[config.mk]
export PLATFORM = sky130hd
export DESIGN_NAME = quad_port_power_switch_sequencer
export DESIGN_NICKNAME = d
export VERILOG_FILES = /design/src/power_seq_pkg.sv /design/src/delay_counter.sv /design/src/quad_port_power_switch_sequencer.sv
export SDC_FILE = /design/constraint.sdc
export NUM_CORES = 1
export LEC_CHECK = 0
export ABC_AREA = 1
export BUFFER_PORTS_ARGS = -buffer_cell sky130_fd_sc_hd__buf_2
export CAP_MARGIN = 20
export CORE_MARGIN = 8
export CORE_UTILIZATION = 30
export DETAILED_ROUTE_END_ITERATION = 16
export GPL_TIMING_DRIVEN = 0
export MAX_ROUTING_LAYER = met4
export PLACE_DENSITY = 0.56
export SLEW_MARGIN = 20
export SYNTH_ARGS = -nofsm -noshare
export SYNTH_HDL_FRONTEND = slang
export SYNTH_SLANG_ARGS = --single-unit
[constraint.sdc]
create_clock -name pclk -period 11.17 [get_ports pclk]
set_clock_uncertainty 0.05 [all_clocks]
set_input_delay 1.117 -clock pclk [delete_from_list [all_inputs] [get_ports pclk]]
set_output_delay 1.117 -clock pclk [all_outputs]
set_load 0.01 [all_outputs]
[src/power_seq_pkg.sv]
// Shared constants and types for the four-port power switch sequencer
`default_nettype none
package power_seq_pkg;
	// Channel count and clock
	localparam int NUM_CH = 4; // Independent power ports
	localparam int CLK_PERIOD_NS = 10; // 100 MHz pclk
	// Shared timebase: one tick every 100 us
	localparam int TICK_NS = 100000; // Tick period in ns
	localparam int TICK_CYCLES = TICK_NS / CLK_PERIOD_NS; // Cycles per tick
	localparam int TICK_US = 100; // Tick period in us
	localparam int TIMER_W = 18; // Delay counter width in ticks
	// Delay figures in microseconds
	localparam int SUPPLY_DEGLITCH_US = 25600; // 25.6 ms above lockout
	localparam int RELAY_SETTLE_US = 25600; // 25.6 ms relay close time
	localparam int RELAY_OFF_US = 3200; // 3.2 ms relay release delay
	localparam int OC_BASE_US = 6400; // 6.4 ms at the 2 kohm step
	localparam int OPEN_ARM_US = 900000; // 900 ms after power good
	localparam int OPEN_DELAY_US = 25600; // 25.6 ms open-circuit delay
	// Delays in ticks, least times rounded up
	localparam logic [TIMER_W-1:0] SUPPLY_DEGLITCH_TICKS =
		TIMER_W'((SUPPLY_DEGLITCH_US + TICK_US - 1) / TICK_US);
	localparam logic [TIMER_W-1:0] RELAY_SETTLE_TICKS =
		TIMER_W'((RELAY_SETTLE_US + TICK_US - 1) / TICK_US);
	localparam logic [TIMER_W-1:0] RELAY_OFF_TICKS =
		TIMER_W'((RELAY_OFF_US + TICK_US - 1) / TICK_US);
	localparam logic [TIMER_W-1:0] OC_BASE_TICKS =
		TIMER_W'((OC_BASE_US + TICK_US - 1) / TICK_US);
	localparam logic [TIMER_W-1:0] OPEN_ARM_TICKS =
		TIMER_W'((OPEN_ARM_US + TICK_US - 1) / TICK_US);
	localparam logic [TIMER_W-1:0] OPEN_DELAY_TICKS =
		TIMER_W'((OPEN_DELAY_US + TICK_US - 1) / TICK_US);
	// Off-time multiples of the overcurrent limit: (100 - d) / d
	localparam logic [TIMER_W-1:0] DUTY_MULT_1PCT = 18'h00063; // 99
	localparam logic [TIMER_W-1:0] DUTY_MULT_2PCT = 18'h00031; // 49
	localparam logic [TIMER_W-1:0] DUTY_MULT_4PCT = 18'h00018; // 24
	// Register map (byte addresses)
	localparam int ADDR_W = 8; // Decoded address bits
	localparam logic [ADDR_W-1:0] ADDR_TIMING = 8'h00; // Timing resistor
	localparam logic [ADDR_W-1:0] ADDR_STATUS = 8'h04; // Port status
	// Timing register: resistor in 2 kohm steps, zero means unconnected
	localparam int RATIO_W = 5; // Field width
	localparam logic [RATIO_W-1:0] RATIO_RESET = 5'h00; // Unconnected
	localparam logic [RATIO_W-1:0] RATIO_MIN = 5'h01; // 2 kohm
	localparam logic [RATIO_W-1:0] RATIO_MAX = 5'h14; // 40 kohm
	// Status register field positions
	localparam int STAT_PG_LSB = 0; // Power good per port
	localparam int STAT_OPEN_LSB = 4; // Open-circuit flag per port
	localparam int STAT_OC_LSB = 8; // Overcurrent latch per port
	localparam int STAT_RELAY_LSB = 12; // Relay drive per port
	localparam int STAT_GATE_LSB = 16; // Gate drive per port
	localparam int STAT_SUPPLY_BIT = 20; // Supply qualified
	// Channel sequencing states, one-hot
	typedef enum logic [7:0] {
		ST_IDLE = 8'h01, // Relay and switch off
		ST_RELAY_WAIT = 8'h02, // Relay closing, switch held off
		ST_READY = 8'h04, // Relay closed, switch off
		ST_ON = 8'h08, // Gate driven
		ST_RETRY_WAIT = 8'h10, // Off time after overcurrent
		ST_LATCHED_OC = 8'h20, // Latched off by overcurrent
		ST_LATCHED_OPEN = 8'h40, // Latched off by open circuit
		ST_RELAY_OFF_WAIT = 8'h80 // Switch off, relay releasing
	} ch_state_t;
endpackage
`default_nettype wire

[src/delay_counter.sv]
// Tick-based delay counter with clear, run and threshold compare
`default_nettype none
module delay_counter #(
	parameter int W = 18 // Counter width
) (
	input wire logic pclk, // System clock
	input wire logic presetn, // Asynchronous reset, active low
	input wire logic clear, // Restart count from zero
	input wire logic run, // Count on ticks while high
	input wire logic tick, // Shared timebase pulse
	input wire logic [W-1:0] limit, // Threshold in ticks
	output logic done // Count has reached the limit
);
	logic [W-1:0] count_reg; // Elapsed ticks
	logic [W-1:0] count_next; // Next elapsed ticks

	// Reached once the elapsed ticks meet the threshold
	assign done = (count_reg >= limit);

	// Next count: clear wins, then count up until done
	always_comb begin
		count_next = count_reg;
		if (clear) begin
			count_next = '0;
		end else if (run && tick && !done) begin
			count_next = count_reg + W'(1);
		end
	end

	// Count register
	always_ff @(posedge pclk or negedge presetn) begin
		if (!presetn) begin
			count_reg <= '0;
		end else begin
			count_reg <= count_next;
		end
	end
endmodule // delay_counter
`default_nettype wire

[src/quad_port_power_switch_sequencer.sv]
// Four-port relay and switch sequencer with lockout, retry and status
//
// Behaviour
// - Gate on only with switch and relay requests
// - Switch needs supply qualified above 25.6 ms
// - Relay on at once, switch held 25.6 ms
// - Relay request low: switch off, relay later
// - Switch request falling edge clears overcurrent latch
// - Switch request low clears open-circuit latch
// - Retry enable picks auto-retry or latch-off
// - Duty select low/high/float gives 1/2/4 %
// - Overcurrent trip waits full off time unless relay release or lockout cuts it
// - Current limit past time limit trips switch
// - Auto-retry restarts switch after off time
// - Time limit 6.4 ms when resistor unconnected
// - Open detection armed 900 ms after power good
// - Status shows power good or open flag
// - Supply lockout holds everything off, with hysteresis
// - Power good needs fully on, not limiting
// - Fault low on open, retry or latch
// - Low current 25.6 ms turns switch off, flags
// - Time limit scales with resistor over 2 kohm
// - Open flag high only while latched open
`default_nettype none
module quad_port_power_switch_sequencer #(
	parameter int TICK_CYCLES = power_seq_pkg::TICK_CYCLES // Cycles per tick
) (
	input wire logic pclk, // System clock, 100 MHz
	input wire logic presetn, // Asynchronous reset, active low
	input wire logic [power_seq_pkg::ADDR_W-1:0] paddr, // APB address
	input wire logic psel, // APB select
	input wire logic penable, // APB enable
	input wire logic pwrite, // APB write
	input wire logic [31:0] pwdata, // APB write data
	output logic [31:0] prdata, // APB read data
	output logic pready, // APB ready
	output logic pslverr, // APB error on unmapped address
	input wire logic [3:0] switch_request, // Per-port switch request pins
	input wire logic [3:0] relay_request, // Per-port relay request pins
	input wire logic [3:0] switch_full_on, // Switch drop below 1.5 V
	input wire logic [3:0] in_current_limit, // Current limit comparator
	input wire logic [3:0] below_open_current, // Open-current comparator
	input wire logic supply_above_on, // Supply above lockout threshold
	input wire logic supply_above_off, // Supply above threshold less hyst
	input wire logic open_detect_enable, // Open detection enable pin
	input wire logic status_select, // Status mux select pin
	input wire logic retry_enable, // Auto-retry enable pin
	input wire logic duty_select_high, // Duty pin reads high
	input wire logic duty_select_low, // Duty pin reads low
	output logic [3:0] gate_drive, // Per-port gate drive enable
	output logic [3:0] relay_drive, // Per-port relay driver enable
	output logic [3:0] port_status, // Multiplexed per-port status
	output logic fault_n_out, // Open-drain fault level, always low
	output logic fault_n_oe // Fault pulled low while high
);
	localparam int N = power_seq_pkg::NUM_CH; // Channel count
	localparam int TW = power_seq_pkg::TIMER_W; // Timer width
	localparam int SYNC_W = 5 * N + 7; // Synchronised pin count
	localparam int TICK_W = $clog2(TICK_CYCLES); // Tick divider width

	// Clamp the resistor code; zero means the internal default
	function automatic logic [power_seq_pkg::RATIO_W-1:0] clamp_ratio(
		input logic [power_seq_pkg::RATIO_W-1:0] code);
		logic [power_seq_pkg::RATIO_W-1:0] r;
		r = code;
		if (code == power_seq_pkg::RATIO_RESET) begin
			r = power_seq_pkg::RATIO_MIN;
		end else if (code > power_seq_pkg::RATIO_MAX) begin
			r = power_seq_pkg::RATIO_MAX;
		end
		return r;
	endfunction

	// Three-level duty pin to off-time multiple
	function automatic logic [TW-1:0] duty_mult(input logic hi,
		input logic lo);
		logic [TW-1:0] m;
		m = power_seq_pkg::DUTY_MULT_4PCT;
		if (lo) begin
			m = power_seq_pkg::DUTY_MULT_1PCT;
		end else if (hi) begin
			m = power_seq_pkg::DUTY_MULT_2PCT;
		end
		return m;
	endfunction

	// Pin synchronisers
	logic [SYNC_W-1:0] pins_raw; // All asynchronous pins
	logic [SYNC_W-1:0] sync1_reg; // First stage, read only by stage two
	logic [SYNC_W-1:0] sync2_reg; // Synchronised pins
	assign pins_raw = {switch_request, relay_request, switch_full_on,
		in_current_limit, below_open_current, supply_above_on,
		supply_above_off, open_detect_enable, status_select,
		retry_enable, duty_select_high, duty_select_low};

	// Two-flop synchroniser for every pin
	always_ff @(posedge pclk or negedge presetn) begin
		if (!presetn) begin
			sync1_reg <= '0;
			sync2_reg <= '0;
		end else begin
			sync1_reg <= pins_raw;
			sync2_reg <= sync1_reg;
		end
	end

	logic [N-1:0] sw_s; // Switch requests
	logic [N-1:0] rly_s; // Relay requests
	logic [N-1:0] full_on_s; // Fully-on comparators
	logic [N-1:0] limit_s; // Current-limit comparators
	logic [N-1:0] open_cur_s; // Open-current comparators
	logic above_on_s; // Above lockout threshold
	logic above_off_s; // Above threshold less hysteresis
	logic ode_s; // Open detect enable
	logic stsel_s; // Status select
	logic retry_s; // Retry enable
	logic duty_hi_s; // Duty pin high
	logic duty_lo_s; // Duty pin low
	assign {sw_s, rly_s, full_on_s, limit_s, open_cur_s, above_on_s,
		above_off_s, ode_s, stsel_s, retry_s, duty_hi_s,
		duty_lo_s} = sync2_reg;

	// Shared timebase
	logic [TICK_W-1:0] tick_cnt_reg; // Cycle divider
	logic [TICK_W-1:0] tick_cnt_next; // Next divider value
	logic tick; // One-cycle pulse per tick

	// One tick shared by all four channels
	always_comb begin
		tick = (tick_cnt_reg == TICK_W'(TICK_CYCLES - 1));
		tick_cnt_next = tick ? '0 : tick_cnt_reg + TICK_W'(1);
	end

	// Divider register
	always_ff @(posedge pclk or negedge presetn) begin
		if (!presetn) begin
			tick_cnt_reg <= '0;
		end else begin
			tick_cnt_reg <= tick_cnt_next;
		end
	end

	// Supply lockout with hysteresis and deglitch
	logic supply_above_reg; // Supply past lockout, held by hysteresis
	logic supply_above_next; // Next lockout state
	logic supply_timer_done; // Above threshold long enough
	logic supply_up; // Switches may turn on

	// Set above threshold, drop below threshold less hysteresis
	always_comb begin
		supply_above_next = supply_above_reg;
		if (above_on_s) begin
			supply_above_next = 1'b1;
		end else if (!above_off_s) begin
			supply_above_next = 1'b0;
		end
	end

	// Lockout register
	always_ff @(posedge pclk or negedge presetn) begin
		if (!presetn) begin
			supply_above_reg <= 1'b0;
		end else begin
			supply_above_reg <= supply_above_next;
		end
	end

	// A dip below the threshold less hysteresis restarts the deglitch interval
	delay_counter #(.W(TW)) u_supply_timer (
		.pclk(pclk),
		.presetn(presetn),
		.clear(!supply_above_reg),
		.run(1'b1),
		.tick(tick),
		.limit(power_seq_pkg::SUPPLY_DEGLITCH_TICKS),
		.done(supply_timer_done)
	);
	assign supply_up = supply_above_reg && supply_timer_done;

	// Register file and timing derived from it
	logic [power_seq_pkg::RATIO_W-1:0] timing_reg; // Timing resistor code
	logic [power_seq_pkg::RATIO_W-1:0] timing_next; // Next resistor code
	logic [31:0] prdata_reg; // Read data, captured in setup phase
	logic [31:0] prdata_next; // Next read data
	logic [31:0] status_word; // Live status view
	logic [TW-1:0] limit_ticks; // Overcurrent time limit
	logic [TW-1:0] off_ticks; // Retry off time
	logic mapped; // Address hits a register

	// Time limit is the base step times resistor over 2 kohm
	always_comb begin
		limit_ticks = TW'(power_seq_pkg::OC_BASE_TICKS *
			TW'(clamp_ratio(timing_reg)));
		off_ticks = TW'(limit_ticks * duty_mult(duty_hi_s,
			duty_lo_s));
	end

	// Decode, write and read-data capture
	always_comb begin
		mapped = (paddr == power_seq_pkg::ADDR_TIMING) ||
			(paddr == power_seq_pkg::ADDR_STATUS);
		timing_next = timing_reg;
		if (psel && penable && pwrite &&
			paddr == power_seq_pkg::ADDR_TIMING) begin
			timing_next = pwdata[power_seq_pkg::RATIO_W-1:0];
		end
		prdata_next = prdata_reg;
		if (psel && !penable) begin
			case (paddr)
				power_seq_pkg::ADDR_TIMING: begin
					prdata_next = 32'(timing_reg);
				end
				power_seq_pkg::ADDR_STATUS: begin
					prdata_next = status_word;
				end
				default: begin
					prdata_next = '0;
				end
			endcase
		end
	end

	// Register file flops
	always_ff @(posedge pclk or negedge presetn) begin
		if (!presetn) begin
			timing_reg <= power_seq_pkg::RATIO_RESET;
			prdata_reg <= '0;
		end else begin
			timing_reg <= timing_next;
			prdata_reg <= prdata_next;
		end
	end

	assign prdata = prdata_reg;
	assign pready = 1'b1;
	assign pslverr = psel && penable && !mapped;

	// Per-channel sequencing
	logic [N-1:0] gate_next; // Next gate drive
	logic [N-1:0] relay_next; // Next relay drive
	logic [N-1:0] pg_next; // Next power good
	logic [N-1:0] open_next; // Next open flag
	logic [N-1:0] faulted_next; // Channel asks for fault
	logic [N-1:0] pg_reg; // Power good
	logic [N-1:0] open_reg; // Open flag
	logic [N-1:0] oc_latch_reg; // Overcurrent latch, for status

	genvar ch;
	generate
		for (ch = 0; ch < N; ch++) begin : g_ch
			power_seq_pkg::ch_state_t state_reg; // Channel state
			power_seq_pkg::ch_state_t state_next; // Next channel state
			logic latch_reg; // Overcurrent latch-off held
			logic latch_next; // Next latch
			logic sw_prev_reg; // Switch request last cycle
			logic [TW-1:0] st_limit; // Limit of the state timer
			logic st_done; // State delay elapsed
			logic oc_done; // Limiting past the time limit
			logic armed; // Open detection armed
			logic open_done; // Low current past the delay
			logic sw_fall; // Switch request falling edge
			logic oc_trip; // Overcurrent trip this cycle

			// Next state, latch and outputs for this channel
			always_comb begin
				sw_fall = sw_prev_reg && !sw_s[ch];
				oc_trip = (state_reg == power_seq_pkg::ST_ON) &&
					oc_done;
				latch_next = latch_reg;
				if (oc_trip && !retry_s) begin
					latch_next = 1'b1;
				end else if (sw_fall) begin
					latch_next = 1'b0;
				end
				state_next = state_reg;
				case (state_reg)
					power_seq_pkg::ST_IDLE: begin
						if (rly_s[ch]) begin
							state_next = power_seq_pkg::ST_RELAY_WAIT;
						end
					end
					power_seq_pkg::ST_RELAY_WAIT: begin
						if (st_done) begin
							state_next = power_seq_pkg::ST_READY;
						end
					end
					power_seq_pkg::ST_READY: begin
						if (sw_s[ch] && supply_up && !latch_reg) begin
							state_next = power_seq_pkg::ST_ON;
						end
					end
					power_seq_pkg::ST_ON: begin
						if (oc_trip) begin
							state_next = power_seq_pkg::ST_RETRY_WAIT;
						end else if (open_done) begin
							state_next = power_seq_pkg::ST_LATCHED_OPEN;
						end else if (!sw_s[ch] || !supply_up) begin
							state_next = power_seq_pkg::ST_READY;
						end
					end
					power_seq_pkg::ST_RETRY_WAIT: begin
						if (st_done) begin
							state_next = latch_next ?
								power_seq_pkg::ST_LATCHED_OC :
								power_seq_pkg::ST_READY;
						end
					end
					power_seq_pkg::ST_LATCHED_OC: begin
						if (!latch_reg) begin
							state_next = power_seq_pkg::ST_READY;
						end
					end
					power_seq_pkg::ST_LATCHED_OPEN: begin
						if (!sw_s[ch]) begin
							state_next = power_seq_pkg::ST_READY;
						end
					end
					power_seq_pkg::ST_RELAY_OFF_WAIT: begin
						if (st_done) begin
							state_next = power_seq_pkg::ST_IDLE;
						end
					end
					default: begin
						state_next = power_seq_pkg::ST_IDLE;
					end
				endcase
				// Lockout and relay release override the sequence
				if (!supply_above_reg) begin
					state_next = power_seq_pkg::ST_IDLE;
				end else if (!rly_s[ch] &&
					state_reg != power_seq_pkg::ST_IDLE &&
					state_reg != power_seq_pkg::ST_RELAY_OFF_WAIT) begin
					state_next = power_seq_pkg::ST_RELAY_OFF_WAIT;
				end
				// State timer limit follows the current state
				case (state_reg)
					power_seq_pkg::ST_RETRY_WAIT: begin
						st_limit = off_ticks;
					end
					power_seq_pkg::ST_RELAY_OFF_WAIT: begin
						st_limit = power_seq_pkg::RELAY_OFF_TICKS;
					end
					default: begin
						st_limit = power_seq_pkg::RELAY_SETTLE_TICKS;
					end
				endcase
				gate_next[ch] = (state_next == power_seq_pkg::ST_ON) &&
					sw_s[ch] && rly_s[ch];
				relay_next[ch] = (state_next != power_seq_pkg::ST_IDLE);
				pg_next[ch] = gate_next[ch] && full_on_s[ch] &&
					!limit_s[ch];
				open_next[ch] =
					(state_next == power_seq_pkg::ST_LATCHED_OPEN);
				faulted_next[ch] = latch_next ||
					(state_next == power_seq_pkg::ST_RETRY_WAIT) ||
					(state_next == power_seq_pkg::ST_LATCHED_OC) ||
					(state_next == power_seq_pkg::ST_LATCHED_OPEN);
			end

			// Channel state flops
			always_ff @(posedge pclk or negedge presetn) begin
				if (!presetn) begin
					state_reg <= power_seq_pkg::ST_IDLE;
					latch_reg <= 1'b0;
					sw_prev_reg <= 1'b0;
				end else begin
					state_reg <= state_next;
					latch_reg <= latch_next;
					sw_prev_reg <= sw_s[ch];
				end
			end

			// Own state timer, restarted on every state change
			delay_counter #(.W(TW)) u_state_timer (
				.pclk(pclk),
				.presetn(presetn),
				.clear(state_next != state_reg),
				.run(1'b1),
				.tick(tick),
				.limit(st_limit),
				.done(st_done)
			);

			// Time spent in current limit while on
			delay_counter #(.W(TW)) u_oc_timer (
				.pclk(pclk),
				.presetn(presetn),
				.clear(!(state_reg == power_seq_pkg::ST_ON &&
					limit_s[ch])),
				.run(1'b1),
				.tick(tick),
				.limit(limit_ticks),
				.done(oc_done)
			);

			// Arming delay after power good
			delay_counter #(.W(TW)) u_arm_timer (
				.pclk(pclk),
				.presetn(presetn),
				.clear(!(ode_s && pg_reg[ch])),
				.run(1'b1),
				.tick(tick),
				.limit(power_seq_pkg::OPEN_ARM_TICKS),
				.done(armed)
			);

			// Low current must persist for the open delay
			delay_counter #(.W(TW)) u_open_timer (
				.pclk(pclk),
				.presetn(presetn),
				.clear(!(armed && ode_s && open_cur_s[ch] &&
					state_reg == power_seq_pkg::ST_ON)),
				.run(1'b1),
				.tick(tick),
				.limit(power_seq_pkg::OPEN_DELAY_TICKS),
				.done(open_done)
			);

			assign oc_latch_reg[ch] = latch_reg;
		end
	endgenerate

	// Registered pin outputs
	logic [N-1:0] status_next; // Next multiplexed status
	logic fault_next; // Next fault pull-down
	always_comb begin
		status_next = stsel_s ? pg_next : open_next;
		fault_next = (|faulted_next) || !supply_above_reg;
	end

	// Output flops
	always_ff @(posedge pclk or negedge presetn) begin
		if (!presetn) begin
			gate_drive <= '0;
			relay_drive <= '0;
			pg_reg <= '0;
			open_reg <= '0;
			port_status <= '0;
			fault_n_oe <= 1'b0;
		end else begin
			gate_drive <= gate_next;
			relay_drive <= relay_next;
			pg_reg <= pg_next;
			open_reg <= open_next;
			port_status <= status_next;
			fault_n_oe <= fault_next;
		end
	end

	assign fault_n_out = 1'b0;

	// Status word for software
	always_comb begin
		status_word = '0;
		status_word[power_seq_pkg::STAT_PG_LSB +: N] = pg_reg;
		status_word[power_seq_pkg::STAT_OPEN_LSB +: N] = open_reg;
		status_word[power_seq_pkg::STAT_OC_LSB +: N] = oc_latch_reg;
		status_word[power_seq_pkg::STAT_RELAY_LSB +: N] = relay_drive;
		status_word[power_seq_pkg::STAT_GATE_LSB +: N] = gate_drive;
		status_word[power_seq_pkg::STAT_SUPPLY_BIT] = supply_up;
	end
endmodule // quad_port_power_switch_sequencer
`default_nettype wire

## Yosys cells after proc, flatten, opt, wreduce, memory -nomap -nowiden

Cells that the tools add are included.

- Bitwise operators: 0
- Multipliers: 1
- Reductions and logical operators: 150
- Eq/ne operators: 80
- Muxes and demuxes: 111
- Shift-type cells: 0
- Div/mod/pow operators: 0
- $add $sub $neg: 18
- Order comparisons: 18

Operator list:

| kind | number |
|---|---|
| 2-to-1 mux 18 bit | 34 |
| 2-to-1 mux 8 bit | 48 |
| adder 18 x 1 -> 18 bit (second input constant) | 17 |
| one-hot mux 8 bit (8 select lines) | 4 |
| one-hot mux 18 bit (2 select lines) | 4 |
| greater-or-equal comparator 18 x 9 -> 1 bit (second input constant) | 5 |
| logical AND 1 bit | 87 |
| greater-or-equal comparator 18 x 11 -> 1 bit | 4 |
| greater-or-equal comparator 18 x 14 -> 1 bit (second input constant) | 4 |
| greater-or-equal comparator 18 bit | 4 |
| equality test 8 x 4 -> 1 bit (second input constant) | 8 |
| equality test 8 x 5 -> 1 bit (second input constant) | 8 |
| equality test 8 x 6 -> 1 bit (second input constant) | 8 |
| equality test 8 x 7 -> 1 bit (second input constant) | 8 |
| inequality test 8 x 1 -> 1 bit (second input constant) | 8 |
| one-hot mux 21 bit (2 select lines) | 1 |
| equality test 8 x 3 -> 1 bit (second input constant) | 5 |
| zero test 1 bit | 38 |
| equality test 8 x 1 -> 1 bit (second input constant) | 4 |
| equality test 8 x 2 -> 1 bit (second input constant) | 4 |
| equality test 8 bit (second input constant) | 4 |
| inequality test 8 bit | 4 |
| inequality test 8 bit (second input constant) | 4 |
| 2-to-1 mux 6 bit | 5 |
| other kinds (15) | 58 |

- Bits in read-only memories: 0
- Latch bits: 0
- Register bits after elaboration: 473
- Input bits: 72
- Output and inout bits: 48
- RAM bits: 0
- Memories: 0

## Logic depth before layout (Yosys ltp)

- Depth in word-level cells: 18
- Mapped depth: 40

## Cells and area by module

A second synthesis with hierarchy kept.

- Cell total of the unflattened synthesis: 5,649
- Area total of the unflattened synthesis: 40,238.6 um2

By module, submodules not included:

| module | cells an instance | area an instance (um2) | instances | seq. area each (um2) |
|---|---|---|---|---|
| delay_counter | 264 | 1,830.5 | 17 | 450.4 |
| quad_port_power_switch_sequencer | 1,161 | 9,120.0 | 1 | 3,908.7 |

## Least setup slack after synthesis

No wires, ideal clock.

- Kind: register -> register
- From: reg timing_reg[4] (netlist bit)
- To: reg g_ch[0].u_state_timer.count_reg[15]
- Clock period less this slack: 5,564 ps
- Arrival: 5,433 ps
- Setup time: 80 ps
- Data required time: 11,040 ps
- Cell stages (with the launch flop): 37
- Slack: 5,606 ps
- Buffers on the path: 1
- Cells stage by stage: dfrtp_1 -> clkinv_1 -> o21ai_0 -> inv_1 -> nor2_1 -> ha_1 -> inv_1 -> fa_1 -> inv_1 -> fa_1 -> ha_1 -> a21oi_1 -> and2_1 -> inv_1 -> a21oi_1 -> nor2_1 -> nor2_1 -> o21bai_1 -> a21oi_1 -> xnor2_1 -> nand2_1 -> ha_1 -> nand2_1 -> nor2_1 -> inv_1 -> nor2_1 -> nand2_1 -> nand3_1 -> nor2_1 -> nor2_1 -> nand2_1 -> a21oi_2 -> nor2_1 -> nor2_1 -> nand3_2 -> buf_4 -> nor3_2

- Word-level cells in the longest chain between the ends: 14

Ends and longest elaborated chain:

| element | line | text |
|---|---|---|
| start: declaration | quad_port_power_switch_sequencer.sv:181 | `logic [power_seq_pkg::RATIO_W-1:0] timing_reg;` |
| start signal: assignment | quad_port_power_switch_sequencer.sv:226 | `timing_reg <= power_seq_pkg::RATIO_RESET;` |
| start signal: assignment | quad_port_power_switch_sequencer.sv:229 | `timing_reg <= timing_next;` |
| greater-than comparator 5 bit | quad_port_power_switch_sequencer.sv:68 | `end else if (code > power_seq_pkg::RATIO_MAX) begin` |
| 2-to-1 mux 5 bit | quad_port_power_switch_sequencer.sv:68 |  |
| 2-to-1 mux 5 bit (*) | quad_port_power_switch_sequencer.sv:66 | `if (code == power_seq_pkg::RATIO_RESET) begin` |
| branches (longest 6 deep; another with multiplier 5 x 18 -> 12 bit) | - |  |
| one-hot mux 8 bit (8 select lines) (*) | quad_port_power_switch_sequencer.sv:276 | `case (state_reg)` |
| 2-to-1 mux 8 bit (*) | quad_port_power_switch_sequencer.sv:330 | `end else if (!rly_s[ch] &&` |
| 2-to-1 mux 8 bit (*) | quad_port_power_switch_sequencer.sv:328 | `if (!supply_above_reg) begin` |
| named net g_ch[0].state_next[5] | quad_port_power_switch_sequencer.sv:252 | `power_seq_pkg::ch_state_t state_next;` |
| inequality test 8 bit (*) | quad_port_power_switch_sequencer.sv:377 | `.clear(state_next != state_reg),` |
| 2-to-1 mux 18 bit / nonzero test 2 bit (equally long branches) | - |  |
| end signal: assignment | delay_counter.sv:35 | `count_reg <= count_next;` |
| end: declaration | delay_counter.sv:14 | `logic [W-1:0] count_reg;` |

Mark *: on every way through the listed nets, which the timed path passes.
A chain may end at the register's enable or synchronous reset.

## Final worst setup path

- From: reg timing_reg[4] (netlist bit)
- To: reg g_ch[3].u_state_timer.count_reg[16]

- Word-level cells in the longest chain between the ends: 14

Ends and longest elaborated chain:

| element | line |
|---|---|
| greater-than comparator 5 bit | quad_port_power_switch_sequencer.sv:68 |
| 2-to-1 mux 5 bit | quad_port_power_switch_sequencer.sv:68 |
| 2-to-1 mux 5 bit (*) | quad_port_power_switch_sequencer.sv:66 |
| branches (longest 11 deep; another with multiplier 5 x 18 -> 12 bit) | - |
| end signal: assignment | delay_counter.sv:35 |
| end: declaration | delay_counter.sv:14 |

Mark *: on every way between the ends.

==> metrics.txt <==
pwr dens 142.7 nW/µm²; total routed wirelength 64870 µm; IO buf count 79; Seq/Total Area, Yosys 44.90%; Detailed Place HPWL 48630 µm; largest net degree at the start of global routing 95; Synth async-reset ratio 100.0%; first-pass GRT wire length 105300 µm; fin crit share 65.53%; Yosys cell types 60; Initial Util 30.25%; Critical Path RT 11670 ps; WP data arrival 7820 ps; Setup CP Type flop to flop; Clock Path Buffers 3; final setup fails 0; most common flop cell mapped by yosys dfrtp_1; Post-synth EDFFs 0; final worst-path setup slack 3850 ps; Gate Count Post-Synth 3255; max-cap violation count 0; crit path time final 7320 ps; vias in the first global route 20190; Max-slew headroom 29.20%; Final Hold Slack 295.7 ps; GR Overflow Total 0; slowest CP cell o21ai_1; LEAKAGE 14.02 nW; clk_lat worst skew 630 ps; CTS sink cnt 462; fraction of layout cells with a size suffix above 1 10.19%; Worst setup EP type flop; # rows 107; Yosys warnings 0; Layout area overhead 15.00%; ANT nets after route 0; # resized after CTS 0; final hold viol count 0; CP Max Fanout 11; core area 85150 µm²; CTS Hold Buffers Added 0; gp weighted congestion 0.8913; Fmax achieved 136.6 MHz; Die W 309.0 µm; commonest non-fill, non-tap cells in the layout nand2_1, inv_1, dfrtp_1, nor2_1, nand3_1; critical path's most frequent cell nand2_1; drt pass-1 iters 5; outcome complete, no violations; RSZ-0062 raised after global routing false; via/cell ratio 4.585; syn avg cell area 7.914 µm²; Worst VDD drop 0.1292 mV; Tightest Hold Check Type flop to flop; Final #Nets 3616; antenna cells 0; Root Driver clkbuf_16; leading cell type in the layout, fill and taps excluded nand2_1; slew at the pin closest to its max-slew limit 1058 ps; mapped cell area 25760 µm²; H-tree levels 2; count of state elements after synthesis 462; slowest cell delay on critical path 680 ps; CTS Buf Count 54; All-Layer GR Usage 13.90%; Vias 21050; Routed WL per cell 14.13 µm; IO Count 120; clock slew at reported path FFs 60 ps; DRT iter0 DRCs 1407; Core Util, Final 34.79%; launching element type of the critical path flop; die footprint 95490 µm²; Die Span Y 309.0 µm; post-placement setup slack 3658 ps; DRC 0; post-CTS setup buffers 0; fin. max-slew vios 0; Filler cells 8988; initial antenna violation count 1; CTS tree built
[cells in the mapped netlist, types with 5 or more instances]
| cell | number | area (µm²) |
|---|---|---|
| a211oi_1 | 8 | 60.06 |
| a21oi_1 | 181 | 905.9 |
| a31oi_1 | 9 | 56.30 |
| and3_1 | 5 | 31.28 |
| buf_4 | 16 | 120.1 |
| buf_6 | 5 | 56.30 |
| clkbuf_1 | 23 | 86.33 |
| clkinv_1 | 7 | 26.28 |
| dfrtp_1 | 458 | 11460 |
| fa_1 | 10 | 200.2 |
| ha_1 | 128 | 1602 |
| inv_1 | 514 | 1929 |
| inv_2 | 26 | 97.59 |
| nand2_1 | 623 | 2338 |
| nand2_2 | 15 | 93.84 |
| nand3_1 | 197 | 986.0 |
| nand3_2 | 9 | 90.09 |
| nand3b_1 | 6 | 45.04 |
| nand4_1 | 88 | 550.5 |
| nand4_2 | 6 | 75.07 |
| nor2_1 | 408 | 1531 |
| nor2_2 | 45 | 281.5 |
| nor2_4 | 7 | 78.83 |
| nor3_1 | 101 | 505.5 |
| nor3_2 | 26 | 260.3 |
| nor3b_1 | 8 | 60.06 |
| nor4_1 | 17 | 106.4 |
| o211ai_1 | 7 | 52.55 |
| o21a_1 | 11 | 82.58 |
| o21ai_0 | 156 | 780.8 |
| o21bai_1 | 7 | 52.55 |
| o31ai_1 | 5 | 37.54 |
| xnor2_1 | 17 | 148.9 |
| xor2_1 | 56 | 490.5 |
[power breakdown]
| part | total (mW) | switching, mW | leakage [nW] | internal (mW) |
|---|---|---|---|---|
| Clock | 1.81 | 0.731 | 0.901 | 1.08 |
| Sequential | 1.75 | 0.0354 | 6.25 | 1.71 |
| Combinational | 0.671 | 0.483 | 6.86 | 0.188 |
[final cells by class]
class / count / area [µm²] / share of cell area (%)
inverter: 547 / 2053 / 6.931
multi-input combinational: 2208 / 11900 / 40.17
clock buffer: 76 / 1574 / 5.313
timing repair buffer: 84 / 543.0 / 1.833
buffer: 49 / 286.5 / 0.9672
clock inverter: 20 / 269.0 / 0.9081
sequential: 462 / 11570 / 39.04
tap: 1144 / 1431 / 4.832
[worst max-delay path: cells and delay by family (launching register included)]
kind	cells	cell delay (ps)
buffers and inverters	2	460
flip-flops	1	400
AO/OA/AOI/OAI	8	1710
adder cells (fa/ha/maj)	3	1250
AND/OR/NAND/NOR	16	2750
XOR/XNOR	1	640
[stage by stage]
stage                     cells  setup TNS, ps  total power, mW  cell area (µm²)
final                      4590              0            4.226            29620
after global routing       4590              0            4.433            29620
after CTS                  4590              0            4.293            29620
after detailed placement   4494              0            2.453            27780
after global placement     4489        -423190            2.447            27630
after floorplan            3266              0            2.237            25800
[final timing paths]
check,start,end,slack [ps],cells after the start
max,timing_reg[4],g_ch[3].u_state_timer.count_reg[16],3850,30
min,sync1_reg[10],sync2_reg[10],300,0
max reg2reg,timing_reg[4],g_ch[3].u_state_timer.count_reg[16],3850,30
min reg2reg,sync1_reg[10],sync2_reg[10],300,0
max in group asynchronous,presetn,g_ch[3].u_state_timer.count_reg[0],9610,3
min in group asynchronous,presetn,g_ch[1].u_arm_timer.count_reg[5],310,1
[logic make-up after synthesis]
kind of cell / after synthesis / synth area share (%)
buffers and inverters: 596 / 9.083
other: 2 / 0.02916
adder cells (fa/ha/maj): 138 / 6.995
XOR/XNOR: 73 / 2.482
flip-flops: 462 / 44.90
AND/OR/NAND/NOR: 1579 / 27.94
AO/OA/AOI/OAI: 405 / 8.564
[layer usage]
| layer | up-vias | wire length, µm | global-route usage (%) | part of all wire, % |
|---|---|---|---|---|
| met5 | - | 0 | - | 0 |
| met4 | 0 | 1742 | 4.082 | 2.7 |
| met3 | 87 | 3068 | 2.263 | 4.7 |
| met2 | 352 | 28400 | 21.29 | 44 |
| met1 | 9852 | 31650 | 18.90 | 49 |
| li1 | 10760 | - | - | - |
Note: power is estimated with default switching activity, not from simulation.
